[src/logic/fgr_pkg.sv]
// Package with register map, field positions and timing constants of the fast gate block
package fgr_pkg;

   localparam logic [7:0]  FGR_PORT_ADDR     = 8'h92;
   localparam logic [7:0]  FGR_CFG_ADDR      = 8'hf0;
   localparam logic [7:0]  FGR_PORT_RESET    = 8'h24;
   localparam logic [7:0]  FGR_CFG_RESET     = 8'h00;
   localparam logic [7:0]  FGR_STATUS_RESET  = 8'h00;
   localparam logic [7:0]  FGR_READ_FIXED    = 8'h24;
   localparam logic [7:0]  FGR_READ_ZERO     = 8'h00;

   localparam int          FGR_BIT_RST       = 0;
   localparam int          FGR_BIT_A20       = 1;
   localparam int          FGR_BIT_PORT_EN   = 2;
   localparam int          FGR_BIT_POL       = 7;

   localparam int          FGR_CLK_HZ        = 125_000_000;
   localparam int          FGR_KBC_HZ        = 12_000_000;
   localparam int          FGR_REF_HZ        = 16_000_000;
   localparam int          FGR_RST_REF_CYC   = 24;
   // Longer figures win: 14 us delay covers 500 ns, 6 us low covers 1 us
   localparam int          FGR_DELAY_NS      = 14_000;
   localparam int          FGR_LOW_NS        = 6_000;
   localparam int          FGR_DELAY_CYC     = (FGR_DELAY_NS * 125 + 999) / 1000;
   localparam int          FGR_LOW_CYC       = (FGR_LOW_NS * 125 + 999) / 1000;
   localparam int          FGR_MIN_RST_CYC   =
      (FGR_RST_REF_CYC * (FGR_CLK_HZ / 1000) + FGR_REF_HZ / 1000 - 1) / (FGR_REF_HZ / 1000);
   localparam int          FGR_CNT_W         = 12;
   localparam int          FGR_ACC_W         = 8;

   typedef enum logic [1:0] {FGR_IDLE, FGR_DELAY, FGR_PULSE, FGR_HOLD} fgr_state_t;

endpackage

[src/logic/fgr_kbc_clk.sv]
// Fractional divider making the 12 MHz keyboard controller enable from the system clock
`timescale 1ns/1ps
module fgr_kbc_clk
   import fgr_pkg::*;
(
   input  wire logic sys_clk,
   input  wire logic rst_n,
   output logic      kbc_clk_en
);

   localparam logic [FGR_ACC_W+16-1:0] STEP = (FGR_ACC_W+16)'(FGR_KBC_HZ / 1000);
   localparam logic [FGR_ACC_W+16-1:0] MODV = (FGR_ACC_W+16)'(FGR_CLK_HZ / 1000);

   logic [FGR_ACC_W+16-1:0] acc;
   wire  [FGR_ACC_W+16-1:0] sum  = acc + STEP;
   wire                     wrap = sum >= MODV;
   wire  [FGR_ACC_W+16-1:0] next_acc = wrap ? sum - MODV : sum;

   // Accumulator gives an average rate of 12 MHz
   always_ff @(posedge sys_clk or negedge rst_n) begin
      if (!rst_n) begin
         acc        <= '0;
         kbc_clk_en <= 1'b0;
      end else begin
         acc        <= next_acc;
         kbc_clk_en <= wrap;
      end
   end

endmodule

[src/logic/fgr_pulse.sv]
// Delay then low pulse generator for the fast reset line
`timescale 1ns/1ps
module fgr_pulse
   import fgr_pkg::*;
(
   input  wire logic sys_clk,
   input  wire logic rst_n,
   input  wire logic req_bit,
   output logic      pulse_n,
   output logic      busy
);

   fgr_state_t              state;
   fgr_state_t              next_state;
   logic [FGR_CNT_W-1:0]    cnt;
   wire                     cnt_done = cnt == '0;

   always_comb begin
      next_state = state;
      unique case (state)
         FGR_IDLE:  if (req_bit) next_state = FGR_DELAY;
         FGR_DELAY: if (cnt_done) next_state = FGR_PULSE;
         FGR_PULSE: if (cnt_done) next_state = FGR_HOLD;
         FGR_HOLD:  if (!req_bit) next_state = FGR_IDLE;
      endcase
   end

   // Counter times delay and width
   always_ff @(posedge sys_clk or negedge rst_n) begin
      if (!rst_n) begin
         state <= FGR_IDLE;
         cnt   <= '0;
      end else begin
         state <= next_state;
         if (state == FGR_IDLE && req_bit)
            cnt <= FGR_CNT_W'(FGR_DELAY_CYC - 1);
         else if (state == FGR_DELAY && cnt_done)
            cnt <= FGR_CNT_W'(FGR_LOW_CYC - 1);
         else if (!cnt_done)
            cnt <= cnt - 1'b1;
      end
   end

   always_ff @(posedge sys_clk or negedge rst_n) begin
      if (!rst_n)
         pulse_n <= 1'b1;
      else
         pulse_n <= !(next_state == FGR_PULSE);
   end

   assign busy = state != FGR_IDLE;

endmodule

[src/logic/fgr_top.sv]
// Fast A20 gate and fast CPU reset block with its control port
//
// The address-and-strobe port is this design's own decision.
`timescale 1ns/1ps
module fgr_top
   import fgr_pkg::*;
(
   input  wire logic       sys_clk,
   input  wire logic       rst_n,
   input  wire logic [7:0] reg_addr,
   input  wire logic [7:0] reg_wdata,
   input  wire logic       reg_wr,
   input  wire logic       reg_rd,
   output logic [7:0]      reg_rdata,
   input  wire logic       kbc_a20_port_bit,
   input  wire logic       kbc_cpu_reset_n,
   input  wire logic       cpu_reset_in,
   input  wire logic [3:0] kbc_line_drive,
   input  wire logic [7:0] kbc_status_wdata,
   input  wire logic       kbc_status_we,
   output logic [7:0]      host_status,
   output logic            kbc_clk_en,
   output logic            kbd_clock_line,
   output logic            kbd_data_line,
   output logic            mouse_clock_line,
   output logic            mouse_data_line,
   output logic            fast_a20_level,
   output logic            fast_cpu_reset_n,
   output logic            a20_mask_n_out,
   output logic            combined_cpu_reset_out,
   output logic            fast_pulse_busy
);

   ////////////////////////////////////////////////////////////////////////////
   logic [7:0] kbd_reset_gate_config;
   logic       fast_rst_bit;
   logic [7:0] next_rdata;

   wire port_en  = kbd_reset_gate_config[FGR_BIT_PORT_EN];
   wire hit_port = port_en && (reg_addr == FGR_PORT_ADDR);
   wire hit_cfg  = reg_addr == FGR_CFG_ADDR;
   wire wr_port  = reg_wr && hit_port;
   wire wr_cfg   = reg_wr && hit_cfg;

   wire [7:0] port_view = FGR_READ_FIXED
                        | (8'(fast_a20_level) << FGR_BIT_A20)
                        | (8'(fast_rst_bit) << FGR_BIT_RST);

   assign next_rdata = hit_port ? port_view :
                       hit_cfg  ? kbd_reset_gate_config : FGR_READ_ZERO;

   ////////////////////////////////////////////////////////////////////////////
   always_ff @(posedge sys_clk or negedge rst_n) begin
      if (!rst_n) begin
         kbd_reset_gate_config <= FGR_CFG_RESET;
         fast_a20_level        <= 1'b0;
         fast_rst_bit          <= 1'b0;
         reg_rdata             <= FGR_READ_ZERO;
      end else begin
         if (wr_cfg)
            kbd_reset_gate_config <= reg_wdata;
         if (wr_port) begin
            fast_a20_level <= reg_wdata[FGR_BIT_A20];
            fast_rst_bit   <= reg_wdata[FGR_BIT_RST];
         end
         reg_rdata <= reg_rd ? next_rdata : FGR_READ_ZERO;
      end
   end

   ////////////////////////////////////////////////////////////////////////////
   // Host status register, cleared by reset, written by controller
   always_ff @(posedge sys_clk or negedge rst_n) begin
      if (!rst_n)
         host_status <= FGR_STATUS_RESET;
      else if (kbc_status_we)
         host_status <= kbc_status_wdata;
   end

   // Keyboard and mouse lines held low through reset
   always_ff @(posedge sys_clk or negedge rst_n) begin
      if (!rst_n) begin
         kbd_clock_line   <= 1'b0;
         kbd_data_line    <= 1'b0;
         mouse_clock_line <= 1'b0;
         mouse_data_line  <= 1'b0;
      end else begin
         kbd_clock_line   <= kbc_line_drive[0];
         kbd_data_line    <= kbc_line_drive[1];
         mouse_clock_line <= kbc_line_drive[2];
         mouse_data_line  <= kbc_line_drive[3];
      end
   end

   ////////////////////////////////////////////////////////////////////////////
   fgr_kbc_clk u_kbc_clk (
      .sys_clk    (sys_clk),
      .rst_n      (rst_n),
      .kbc_clk_en (kbc_clk_en)
   );

   fgr_pulse u_pulse (
      .sys_clk (sys_clk),
      .rst_n   (rst_n),
      .req_bit (fast_rst_bit),
      .pulse_n (fast_cpu_reset_n),
      .busy    (fast_pulse_busy)
   );

   ////////////////////////////////////////////////////////////////////////////
   // Both paths merge; fast path counted only while enabled
   wire merged_rst_n = kbc_cpu_reset_n & (fast_cpu_reset_n | ~port_en);
   wire out_pol      = kbd_reset_gate_config[FGR_BIT_POL];

   always_ff @(posedge sys_clk or negedge rst_n) begin
      if (!rst_n) begin
         combined_cpu_reset_out <= 1'b1;
         a20_mask_n_out         <= 1'b0;
      end else begin
         combined_cpu_reset_out <= merged_rst_n ^ out_pol;
         a20_mask_n_out <= kbc_a20_port_bit | fast_a20_level | cpu_reset_in;
      end
   end

endmodule

[config.mk]
export PLATFORM = sky130hd
export DESIGN_NAME = fgr_top
export DESIGN_NICKNAME = d
export VERILOG_FILES = /design/src/logic/fgr_pkg.sv /design/src/logic/fgr_kbc_clk.sv /design/src/logic/fgr_pulse.sv /design/src/logic/fgr_top.sv
export SDC_FILE = /design/constraint.sdc
export NUM_CORES = 1
export LEC_CHECK = 0
export ABC_AREA = 1
export BUFFER_PORTS_ARGS = -buffer_cell sky130_fd_sc_hd__clkbuf_2
export CAP_MARGIN = 15
export CORE_ASPECT_RATIO = 0.7
export CORE_MARGIN = 3
export CORE_UTILIZATION = 52
export DETAILED_ROUTE_END_ITERATION = 8
export GPL_TIMING_DRIVEN = 0
export PLACE_DENSITY = 0.8
export SYNTH_ARGS = -nofsm -noshare
export SYNTH_HDL_FRONTEND = slang
export SYNTH_HIERARCHICAL = 1
export SYNTH_SLANG_ARGS = --single-unit
export TNS_END_PERCENT = 50
[constraint.sdc]
create_clock -name sys_clk -period 2.15 [get_ports sys_clk]
set_clock_uncertainty 0.1 [all_clocks]
set_input_delay 0.3225 -clock sys_clk [delete_from_list [all_inputs] [get_ports sys_clk]]
set_output_delay 0.3225 -clock sys_clk [all_outputs]
set_load 0.1 [all_outputs]
==> reports/metrics.json, run 1 <==
{
  "rsz0062_at_grt": "true",
  "placeableCoreArea_sq_um": 8110,
  "setup_violations": 22,
  "clockPowerShare_pct": 35.9,
  "timing.final.max_slew_violations": 0,
  "cts-htree-levels": 3,
  "crit_path_cell_trace": "inv_2 > ha_4 > inv_1 > nand2_1 > nand2_2 > inv_1 > nand2_1 > nor2_1 > nand2_2 > nand2_1 > o21ai_2 > nand3_4 > nand3_4 > buf_8 > nand2_1 > nand2_2",
  "critical_path.slowest_cell": "sky130_fd_sc_hd__dfrtp_1",
  "via_count": 4532,
  "share_of_synthesized_registers_carrying_an_async_set_or_reset_pct": 100,
  "layout_setup_ws_ns": -0.164,
  "remaining_drc_errors": 0,
  "intPower_mw": 2.57,
  "globalplace.congestion": 0.874,
  "hold_crit_path_type": "primary input to flop",
  "cp_data_arrival_time_ns": 2.48,
  "post-route-min-period_ns": 2.31,
  "vdd_ir_drop_max_mv": 0.781,
  "post-route-period-util_pct": 108,
  "worstPathRequired_ns": 2.32,
  "maximum_number_of_pins_on_one_net_before_global_route_repair": 45,
  "hold_viol": 0,
  "antenna_found_initial": 0,
  "placement_rows": 27,
  "synth_top_cells_by_count": "sky130_fd_sc_hd__nand2_1 (204), sky130_fd_sc_hd__inv_1 (87), sky130_fd_sc_hd__dfrtp_1 (67)",
  "route.detailed.wl_per_inst_um": 14.3,
  "detail_route.iter0.violations": 491,
  "seq_power_share_pct": 40.2,
  "synth.top_cells.by_area": "sky130_fd_sc_hd__dfrtp_1 (37%), sky130_fd_sc_hd__nand2_1 (17%), sky130_fd_sc_hd__inv_1 (7.3%), sky130_fd_sc_hd__nand3_1 (6.4%), sky130_fd_sc_hd__nor2_1 (4.9%)",
  "worst-path-max-fanout": 10,
  "finish.cell_count_without_fillers": 832,
  "synthesis.area_per_instance_sq_um": 7.15,
  "count_of_flip_flops_with_a_built_in_enable_after_synthesis": 0,
  "groute.usage.overall_pct": 24.9,
  "layout.nets": 767,
  "initial_core_util_pct": 55.3,
  "die_w_um": 117,
  "number_of_flip_flops_and_latches_in_the_synthesized_netlist": 69,
  "clkLatencyLatePin_ns": 0.33,
  "leakagePower_nw": 3.22,
  "slew_headroom_pct": 63.8,
  "detail-route-antenna-nets": 0,
  "overflow": 0,
  "die_h_um": 83.7,
  "most_common_flop_cell_mapped_by_yosys": "sky130_fd_sc_hd__dfrtp_1",
  "placedCellCount": 789,
  "switching_share_pct": 33.5,
  "violations_in_the_final_reports": "setup timing",
  "combinationalPowerShare_pct": 23.8,
  "yosys_warnings": 6,
  "totalNegativeSetupSlack_ns": -2.42,
  "port_buffers": 60,
  "syn_inst": 627,
  "cpPeakStageDelay_ns": 0.43,
  "die_area_sq_um": 9790,
  "clk_pin_slew_worst_setup_hold_paths_ns": 0.06,
  "io-pin-count": 62,
  "timing.critical_path.from_type": "flop",
  "clockRootBuffer": "sky130_fd_sc_hd__clkbuf_16",
  "final_layout_size_suffix_gt1_share_pct": 32.4,
  "max-clock-path-buffers": 2,
  "first_global_vias": 4206,
  "yosys.cell_count.top_type": "sky130_fd_sc_hd__nand2_1",
  "yosysTopAreaCellShare_pct": 37.4,
  "wire_length_of_the_first_global_routing_pass_um": 19500,
  "tritoncts": "yes",
  "outcome": "finished, violations left",
  "totalPowerFinal_mw": 3.86,
  "synth_fp_nets": 668,
  "cellPowerDensity_nw_per_um2": 674,
  "switching_power_mw": 1.29,
  "fin_worst_hold_slack_ns": 0.0873,
  "synth.lib_cells_used.distinct": 31,
  "maxClockFrequency_mhz": 432,
  "worst_slew_pin_tran_ns": 0.546,
  "post_synthesis_cell_area_sq_um": 4480,
  "cap_viol_max_count": 0,
  "detailedPlacementHpwl_um": 8210,
  "timing.critical_path.mode_cell": "sky130_fd_sc_hd__nand2_1",
  "route.detailed.vias_per_inst": 5.45,
  "synth.yosys.seq_area_share_pct": 38.6,
  "num_antenna_cells": 0,
  "cts_made_buffers": 9,
  "synth_top_cell_by_area": "sky130_fd_sc_hd__dfrtp_1",
  "type_of_the_worst_setup_path": "flop to flop",
  "clkSinkCount": 69,
  "drtPass1Iterations": 6,
  "synthToLayoutAreaGrowth_pct": 27.8,
  "endpoint_kind": "flop",
  "routed_wirelength_um": 11900
}
==> critical path, delay by kind of cell, from the launching register on <==
| family | cells | cell delay (ns) |
|---|---|---|
| AO/OA/AOI/OAI | 1 | 0.20 |
| adder cells (fa/ha/maj) | 1 | 0.18 |
| buffers and inverters | 4 | 0.35 |
| flip-flops | 1 | 0.43 |
| AND/OR/NAND/NOR | 10 | 0.99 |
==> logic make-up (layout without fill, tap and decap cells) <==
| group | Yosys count | in the layout | synth area share [%] |
|---|---|---|---|
| compound gates | 29 | 29 | 4.10 |
| mux | 8 | 8 | 2.01 |
| fa+ha+maj | 5 | 5 | 1.40 |
| xor+xnor | 13 | 13 | 2.54 |
| flops | 69 | 69 | 38.6 |
| buf+inv | 102 | 206 | 9.13 |
| simple gates | 401 | 401 | 42.2 |
==> routing by layer <==
metal	vias up	GRT usage [%]	wire [um]
met5	-	0	0
met4	0	6.15	208
met3	32	5.29	935
met2	204	39.6	5510
met1	2117	34.4	5240
li1	2179	-	-
==> flip-flops by register name, summed over array words and instances (netlist names) <==
signal,cells
u_kbc_clk/acc,21
u_pulse/cnt,12
host_status,8
kbd_reset_gate_config,8
reg_rdata,8
u_pulse/state,2
a20_mask_n_out,1
combined_cpu_reset_out,1
fast_a20_level,1
fast_rst_bit,1
kbd_clock_line,1
kbd_data_line,1
mouse_clock_line,1
mouse_data_line,1
u_kbc_clk/kbc_clk_en,1
u_pulse/pulse_n,1
==> placed cells by master (no fill, tap or decap), types with 3 or more instances in the layout <==
master and instances:
sky130_fd_sc_hd__xnor2_1 3, sky130_fd_sc_hd__nor2_2 13, sky130_fd_sc_hd__buf_6 5, sky130_fd_sc_hd__clkinv_4 3, sky130_fd_sc_hd__nand3b_1 3, sky130_fd_sc_hd__nand3_4 4, sky130_fd_sc_hd__nand2_2 39, sky130_fd_sc_hd__inv_2 13
sky130_fd_sc_hd__clkbuf_16 9, sky130_fd_sc_hd__nand3_1 52, sky130_fd_sc_hd__nor3_1 4, sky130_fd_sc_hd__nand4_1 29, sky130_fd_sc_hd__buf_4 22, sky130_fd_sc_hd__nor2_1 48, sky130_fd_sc_hd__nand3_2 7, sky130_fd_sc_hd__clkbuf_2 59
sky130_fd_sc_hd__nand2_4 16, sky130_fd_sc_hd__a21oi_1 7, sky130_fd_sc_hd__nor2_4 9, sky130_fd_sc_hd__mux2_2 8, sky130_fd_sc_hd__o21ai_0 8, sky130_fd_sc_hd__dfrtp_2 3, sky130_fd_sc_hd__o21ai_2 10, sky130_fd_sc_hd__dfrtp_1 64
sky130_fd_sc_hd__ha_1 4, sky130_fd_sc_hd__inv_1 81, sky130_fd_sc_hd__nand2_1 173, sky130_fd_sc_hd__xor2_1 10, sky130_fd_sc_hd__dlygate4sd3_1 5
==> stage by stage <==
stage	utilization (%)	area [sq um]	setup slack, ns
2_1_floorplan	-	4500	0.00611
3_3_place_gp	60.8	4930	-0.383
3_5_place_dp	61.1	4960	-0.458
4_1_cts	69.5	5630	-0.122
5_1_grt	70.7	5730	-0.282
6_report	70.7	5730	-0.164
==> power groups by stage <==
| stage | clock, mW | combinational, mW | sequential, mW |
|---|---|---|---|
| 2_1_floorplan | 0 | 0.530 | 1.71 |
| 3_3_place_gp | 0 | 0.840 | 1.56 |
| 3_5_place_dp | 0 | 0.889 | 1.57 |
| 4_1_cts | 1.41 | 0.905 | 1.55 |
| 5_1_grt | 1.48 | 1.01 | 1.57 |
| 6_report | 1.39 | 0.920 | 1.55 |
==> final timing paths <==
kind | startpoint | to | slack (ns) | cells after the start
max in group asynchronous | rst_n | u_pulse/pulse_n | 0.99 | 3
min in group asynchronous | rst_n | u_kbc_clk/acc[12] | 0.38 | 2
worst min-delay path | cpu_reset_in | a20_mask_n_out | 0.09 | 2
worst max-delay path | u_kbc_clk/acc[6] | u_kbc_clk/acc[12] | -0.16 | 16
worst min register to register | u_pulse/cnt[0] | u_pulse/cnt[0] | 0.38 | 2
worst max register to register | u_kbc_clk/acc[6] | u_kbc_clk/acc[12] | -0.16 | 16
==> area by class of cell <==
cell class | instances | area, sq um
Buffer | 7 | 68.8
Clock buffer | 11 | 253
Clock inverter | 5 | 35.0
Fill cell | 602 | 2380
Inverter | 95 | 362
Multi-Input combinational cell | 456 | 2600
Sequential cell | 69 | 1730
Tap cell | 101 | 126
Timing Repair Buffer | 88 | 553
==> repair_timing <==
| action | CTS | global route |
|---|---|---|
| setup endpoints to repair | 22 | 22 |
| gates resized for setup | 56 | 27 |
| hold endpoints to repair | 29 | 0 |
| hold buffers | 5 | 0 |
| pin swaps | 13 | 9 |
| cloned | 1 | 0 |
| buffers inserted | 19 | 2 |
No activity file was read; power rests on OpenSTA's default activity.
==> inputs of run 2 (changes only) <==
--- a/config.mk
+++ b/config.mk
@@ -13,7 +13,7 @@
 export CORE_UTILIZATION = 52
 export DETAILED_ROUTE_END_ITERATION = 8
 export GPL_TIMING_DRIVEN = 0
-export PLACE_DENSITY = 0.8
+export PLACE_DENSITY = 0.76
 export SYNTH_ARGS = -nofsm -noshare
 export SYNTH_HDL_FRONTEND = slang
 export SYNTH_HIERARCHICAL = 1
==> constraint.sdc (replaced) <==
create_clock -name sys_clk -period 2.15 [get_ports sys_clk]
set_clock_uncertainty 0.1 [all_clocks]
set_input_delay 0.1075 -clock sys_clk [delete_from_list [all_inputs] [get_ports sys_clk]]
set_output_delay 0.1075 -clock sys_clk [all_outputs]
set_load 0.1 [all_outputs]
==> run 2 against run 1 <==
Compared with the run above: the run still ends with setup timing left; largest cell class unchanged; clock power up 8%; first-iteration DRC count decreased by 33%; highest routed layer unchanged; critical path type unchanged; sequential cell count unchanged; power up 2.6%; non-clock buffer count rose by 37; sequential power is essentially flat; core utilization grew 4.8 points; final area rose by 6.8%.
==> reports/metrics.json, run 2 (synthesized netlist as in run 1, its figures left out) <==
{
  "worst_r2r_endpoint": {"value": "u_kbc_clk/kbc_clk_en", "change": "was u_kbc_clk/acc[12]"},
  "wire_length_of_the_first_global_routing_pass": {"value": 20100, "unit": "um", "change": "was 19500 um"},
  "clkLatencyLatePin": {"value": 0.34, "unit": "ns", "change": "was 0.33 ns"},
  "cap_viol_max_count": {"value": 0, "change": "unchanged"},
  "timing.critical_path.from_type": {"value": "flop", "change": "unchanged"},
  "clk_pin_slew_worst_setup_hold_paths": {"value": 0.06, "unit": "ns", "change": "about the same"},
  "max-clock-path-buffers": {"value": 2, "change": "unchanged"},
  "combinationalPowerShare": {"value": 23.0, "unit": "%", "change": "was 23.8%"},
  "via_count": {"value": 4654, "change": "was 4532"},
  "mostFrequentLayoutCells": {"value": "sky130_fd_sc_hd__nand2_1 (170), sky130_fd_sc_hd__inv_1 (79), sky130_fd_sc_hd__dfrtp_1 (59), sky130_fd_sc_hd__clkbuf_2 (59), sky130_fd_sc_hd__nand3_1 (51)", "change": "was sky130_fd_sc_hd__nand2_1 (173), sky130_fd_sc_hd__inv_1 (81), sky130_fd_sc_hd__dfrtp_1 (64)"},
  "critical_path.slowest_cell": {"value": "sky130_fd_sc_hd__dfrtp_1", "change": "unchanged"},
  "post-route-min-period": {"value": 2.44, "unit": "ns", "change": "was 2.31 ns"},
  "route.detailed.vias_per_inst": {"value": 5.36, "change": "was 5.45"},
  "die_w": {"value": 117, "unit": "um", "change": "unchanged"},
  "vdd_ir_drop_max": {"value": 0.635, "unit": "mV", "change": "was 0.781 mV"},
  "worstPathRequired": {"value": 2.28, "unit": "ns", "change": "was 2.32 ns"},
  "leakagePower": {"value": 3.36, "unit": "nW", "change": "was 3.22 nW"},
  "holdCritStartpoint": {"value": "kbc_status_we", "change": "was cpu_reset_in"},
  "slew_headroom": {"value": 63.0, "unit": "%", "change": "was 63.8%"},
  "rsz0062_at_grt": {"value": "true", "change": "unchanged"},
  "final_layout_size_suffix_gt1_share": {"value": 34.9, "unit": "%", "change": "was 32.4%"},
  "cpPeakStageDelay": {"value": 0.39, "unit": "ns", "change": "was 0.43 ns"},
  "groute.usage.overall": {"value": 25.8, "unit": "%", "change": "was 24.9%"},
  "top_regs": {"value": "u_kbc_clk/acc (21), u_pulse/cnt (12)", "change": "unchanged"},
  "placeableCoreArea": {"value": 8110, "unit": "sq um", "change": "unchanged"},
  "layout.nets": {"value": 804, "change": "was 767"},
  "globalplace.congestion": {"value": 0.885, "change": "was 0.874"},
  "remaining_drc_errors": {"value": 0, "change": "unchanged"},
  "tritoncts": {"value": "yes", "change": "unchanged"},
  "multiInputGateArea": {"value": 2620, "unit": "sq um", "change": "was 2600 sq um"},
  "port_buffers": {"value": 60, "change": "unchanged"},
  "cellPowerDensity": {"value": 648, "unit": "nW/um^2", "change": "was 674 nW/um^2"},
  "die_area": {"value": 9790, "unit": "sq um", "change": "unchanged"},
  "holdPathStages": {"value": 2, "change": "unchanged"},
  "drtPass1Iterations": {"value": 5, "change": "was 6"},
  "worst_slew_pin_tran": {"value": 0.557, "unit": "ns", "change": "was 0.546 ns"},
  "type_of_the_worst_setup_path": {"value": "flop to flop", "change": "unchanged"},
  "overflow": {"value": 0, "change": "unchanged"},
  "routed_wirelength": {"value": 12700, "unit": "um", "change": "was 11900 um"},
  "die_h": {"value": 83.7, "unit": "um", "change": "unchanged"},
  "mostFrequentLayoutCell": {"value": "sky130_fd_sc_hd__nand2_1", "change": "unchanged"},
  "switching_power": {"value": 1.26, "unit": "mW", "change": "was 1.29 mW"},
  "placement_rows": {"value": 27, "change": "unchanged"},
  "route.detailed.wl_per_inst": {"value": 14.6, "unit": "um", "change": "was 14.3 um"},
  "detail_route.iter0.violations": {"value": 327, "change": "was 491"},
  "hold_crit_path_type": {"value": "primary input to flop", "change": "unchanged"},
  "layout.area.seq": {"value": 1740, "unit": "sq um", "change": "was 1730 sq um"},
  "fill_count": {"value": 580, "change": "was 602"},
  "antenna_found_initial": {"value": 0, "change": "unchanged"},
  "clkSinkCount": {"value": 69, "change": "unchanged"},
  "timing.critical_path.buf_inv": {"value": 4, "change": "unchanged"},
  "first_global_vias": {"value": 4369, "change": "was 4206"},
  "crit_path_cell_trace": {"value": "inv_2 > ha_4 > nand2_8 > nand2_8 > nand2_2 > nand2_2 > buf_4 > nand2_1 > nor2_1 > nand2_2 > nand2_1 > o21ai_2 > nand3_4 > nand3_4 > clkbuf_16 > buf_4", "change": "was inv_2 > ha_4 > inv_1 > nand2_1 > nand2_2 > inv_1 > nand2_1 > nor2_1 > nand2_2 > nand2_1 > o21ai_2 > nand3_4 > nand3_4 > buf_8 > nand2_1 > nand2_2"},
  "regMostFlops": {"value": "u_kbc_clk/acc", "change": "unchanged"},
  "seq_power_share": {"value": 39.1, "unit": "%", "change": "was 40.2%"},
  "num_antenna_cells": {"value": 0, "change": "unchanged"},
  "maximum_number_of_pins_on_one_net_before_global_route_repair": {"value": 44, "change": "was 45"},
  "timing.final.max_slew_violations": {"value": 0, "change": "unchanged"},
  "r2r_start": {"value": "u_kbc_clk/acc[5]", "change": "was u_kbc_clk/acc[6]"},
  "initial_core_util": {"value": 55.3, "unit": "%", "change": "unchanged"},
  "reg2reg_slack": {"value": -0.29, "unit": "ns", "change": "was -0.16 ns"},
  "detailedPlacementHpwl": {"value": 8190, "unit": "um", "change": "was 8210 um"},
  "cp_data_arrival_time": {"value": 2.57, "unit": "ns", "change": "was 2.48 ns"},
  "synthToLayoutAreaGrowth": {"value": 36.5, "unit": "%", "change": "was 27.8%"},
  "timing.critical_path.max_delay_family": {"value": "simple AND/OR/NAND/NOR gates", "change": "unchanged"},
  "clockRootBuffer": {"value": "sky130_fd_sc_hd__clkbuf_16", "change": "unchanged"},
  "intPower": {"value": 2.70, "unit": "mW", "change": "was 2.57 mW"},
  "timing.critical_path.mode_cell": {"value": "sky130_fd_sc_hd__nand2_2", "change": "was sky130_fd_sc_hd__nand2_1"},
  "post-route-period-util": {"value": 114, "unit": "%", "change": "was 108%"},
  "cts_made_buffers": {"value": 9, "change": "unchanged"},
  "maxClockFrequency": {"value": 410, "unit": "MHz", "change": "was 432 MHz"},
  "totalNegativeSetupSlack": {"value": -5.48, "unit": "ns", "change": "was -2.42 ns"},
  "endpoint_kind": {"value": "flop", "change": "unchanged"},
  "worst_hold_path.endpoint": {"value": "host_status[3]", "change": "was a20_mask_n_out"},
  "setup_violations": {"value": 22, "change": "unchanged"},
  "largest_register_ffs": {"value": 21, "change": "unchanged"},
  "violations_in_the_final_reports": {"value": "setup timing", "change": "unchanged"},
  "clockPowerShare": {"value": 37.9, "unit": "%", "change": "was 35.9%"},
  "worst-path-max-fanout": {"value": 5, "change": "was 10"},
  "io-pin-count": {"value": 62, "change": "unchanged"},
  "hold_viol": {"value": 0, "change": "unchanged"},
  "switching_share": {"value": 31.8, "unit": "%", "change": "was 33.5%"},
  "outcome": {"value": "finished, violations left", "change": "unchanged"},
  "detail-route-antenna-nets": {"value": 0, "change": "unchanged"},
  "layout_setup_ws": {"value": -0.291, "unit": "ns", "change": "was -0.164 ns"},
  "cts-htree-levels": {"value": 3, "change": "unchanged"},
  "ff2ff_path_depth": {"value": 16, "change": "unchanged"},
  "layout.core_utilization": {"value": 75.4, "unit": "%", "change": "was 70.7%"}
}
run 2: power groups by stage:
stage	logic, mW	registers (mW)	clock network, mW
after floorplan	0.530	1.71	0
after global placement	0.843	1.56	0
after detailed placement	0.870	1.57	0
after CTS	0.906	1.55	1.54
after global routing	1.02	1.57	1.59
final	0.910	1.55	1.50
run 2: through the flow:
stage	total power [mW]	cell area [sq um]	std cells	setup WS, ns	hold WS [ns]
final	3.96	6120	869	-0.291	0.0623
after global routing	4.18	6120	869	-0.419	0.0772
after CTS	3.99	5840	853	-0.104	0.0496
after detailed placement	2.44	4950	789	-0.494	-0.00441
after global placement	2.41	4930	788	-0.378	0.117
after floorplan	2.24	4500	627	0.00611	-0.288
run 2: worst register-to-register path: cells and delay by family, from the launching register on:
family / cells / cell delay [ns]
buf+inv: 4 / 0.56
simple gates: 10 / 0.99
compound gates: 1 / 0.08
fa+ha+maj: 1 / 0.20
flops: 1 / 0.39
run 2: per-layer routing:
layer	GRT usage, %	up-vias	share of wire (%)
met5	0	-	0
met4	7.40	0	1.6
met3	5.94	26	8.2
met2	41.0	229	47
met1	35.1	2142	43
li1	-	2257	-
run 2: area by class of cell:
class                      count  share of cell area, %
timing repair buffer         125                   14.6
inverter                      95                   5.91
clock buffer                  11                   4.13
sequential                    69                   28.4
clock inverter                 5                  0.961
buffer                         7                   1.12
tap                          101                   2.07
multi-input combinational    456                   42.8
run 2: worst max-delay path by stage:
stage / to / from / cells after the start / slack, ns
2_1_floorplan: u_kbc_clk/acc[11] / u_kbc_clk/acc[5] / 17 / 0.006
3_3_place_gp: u_kbc_clk/acc[12] / u_kbc_clk/acc[5] / 17 / -0.38
3_5_place_dp: u_kbc_clk/acc[12] / u_kbc_clk/acc[5] / 17 / -0.49
4_1_cts: u_kbc_clk/acc[12] / u_kbc_clk/acc[6] / 15 / -0.10
5_1_grt: u_kbc_clk/acc[8] / u_kbc_clk/acc[5] / 17 / -0.42
6_report: u_kbc_clk/kbc_clk_en / u_kbc_clk/acc[5] / 16 / -0.29
run 2: what timing repair did:
item	CTS	global route
endpoints found under the hold margin	54	0
hold buffers	26	0
setup endpoints to repair	22	22
cloned	0	1
pin swaps	17	27
buffers inserted	22	15
gates resized for setup	49	47
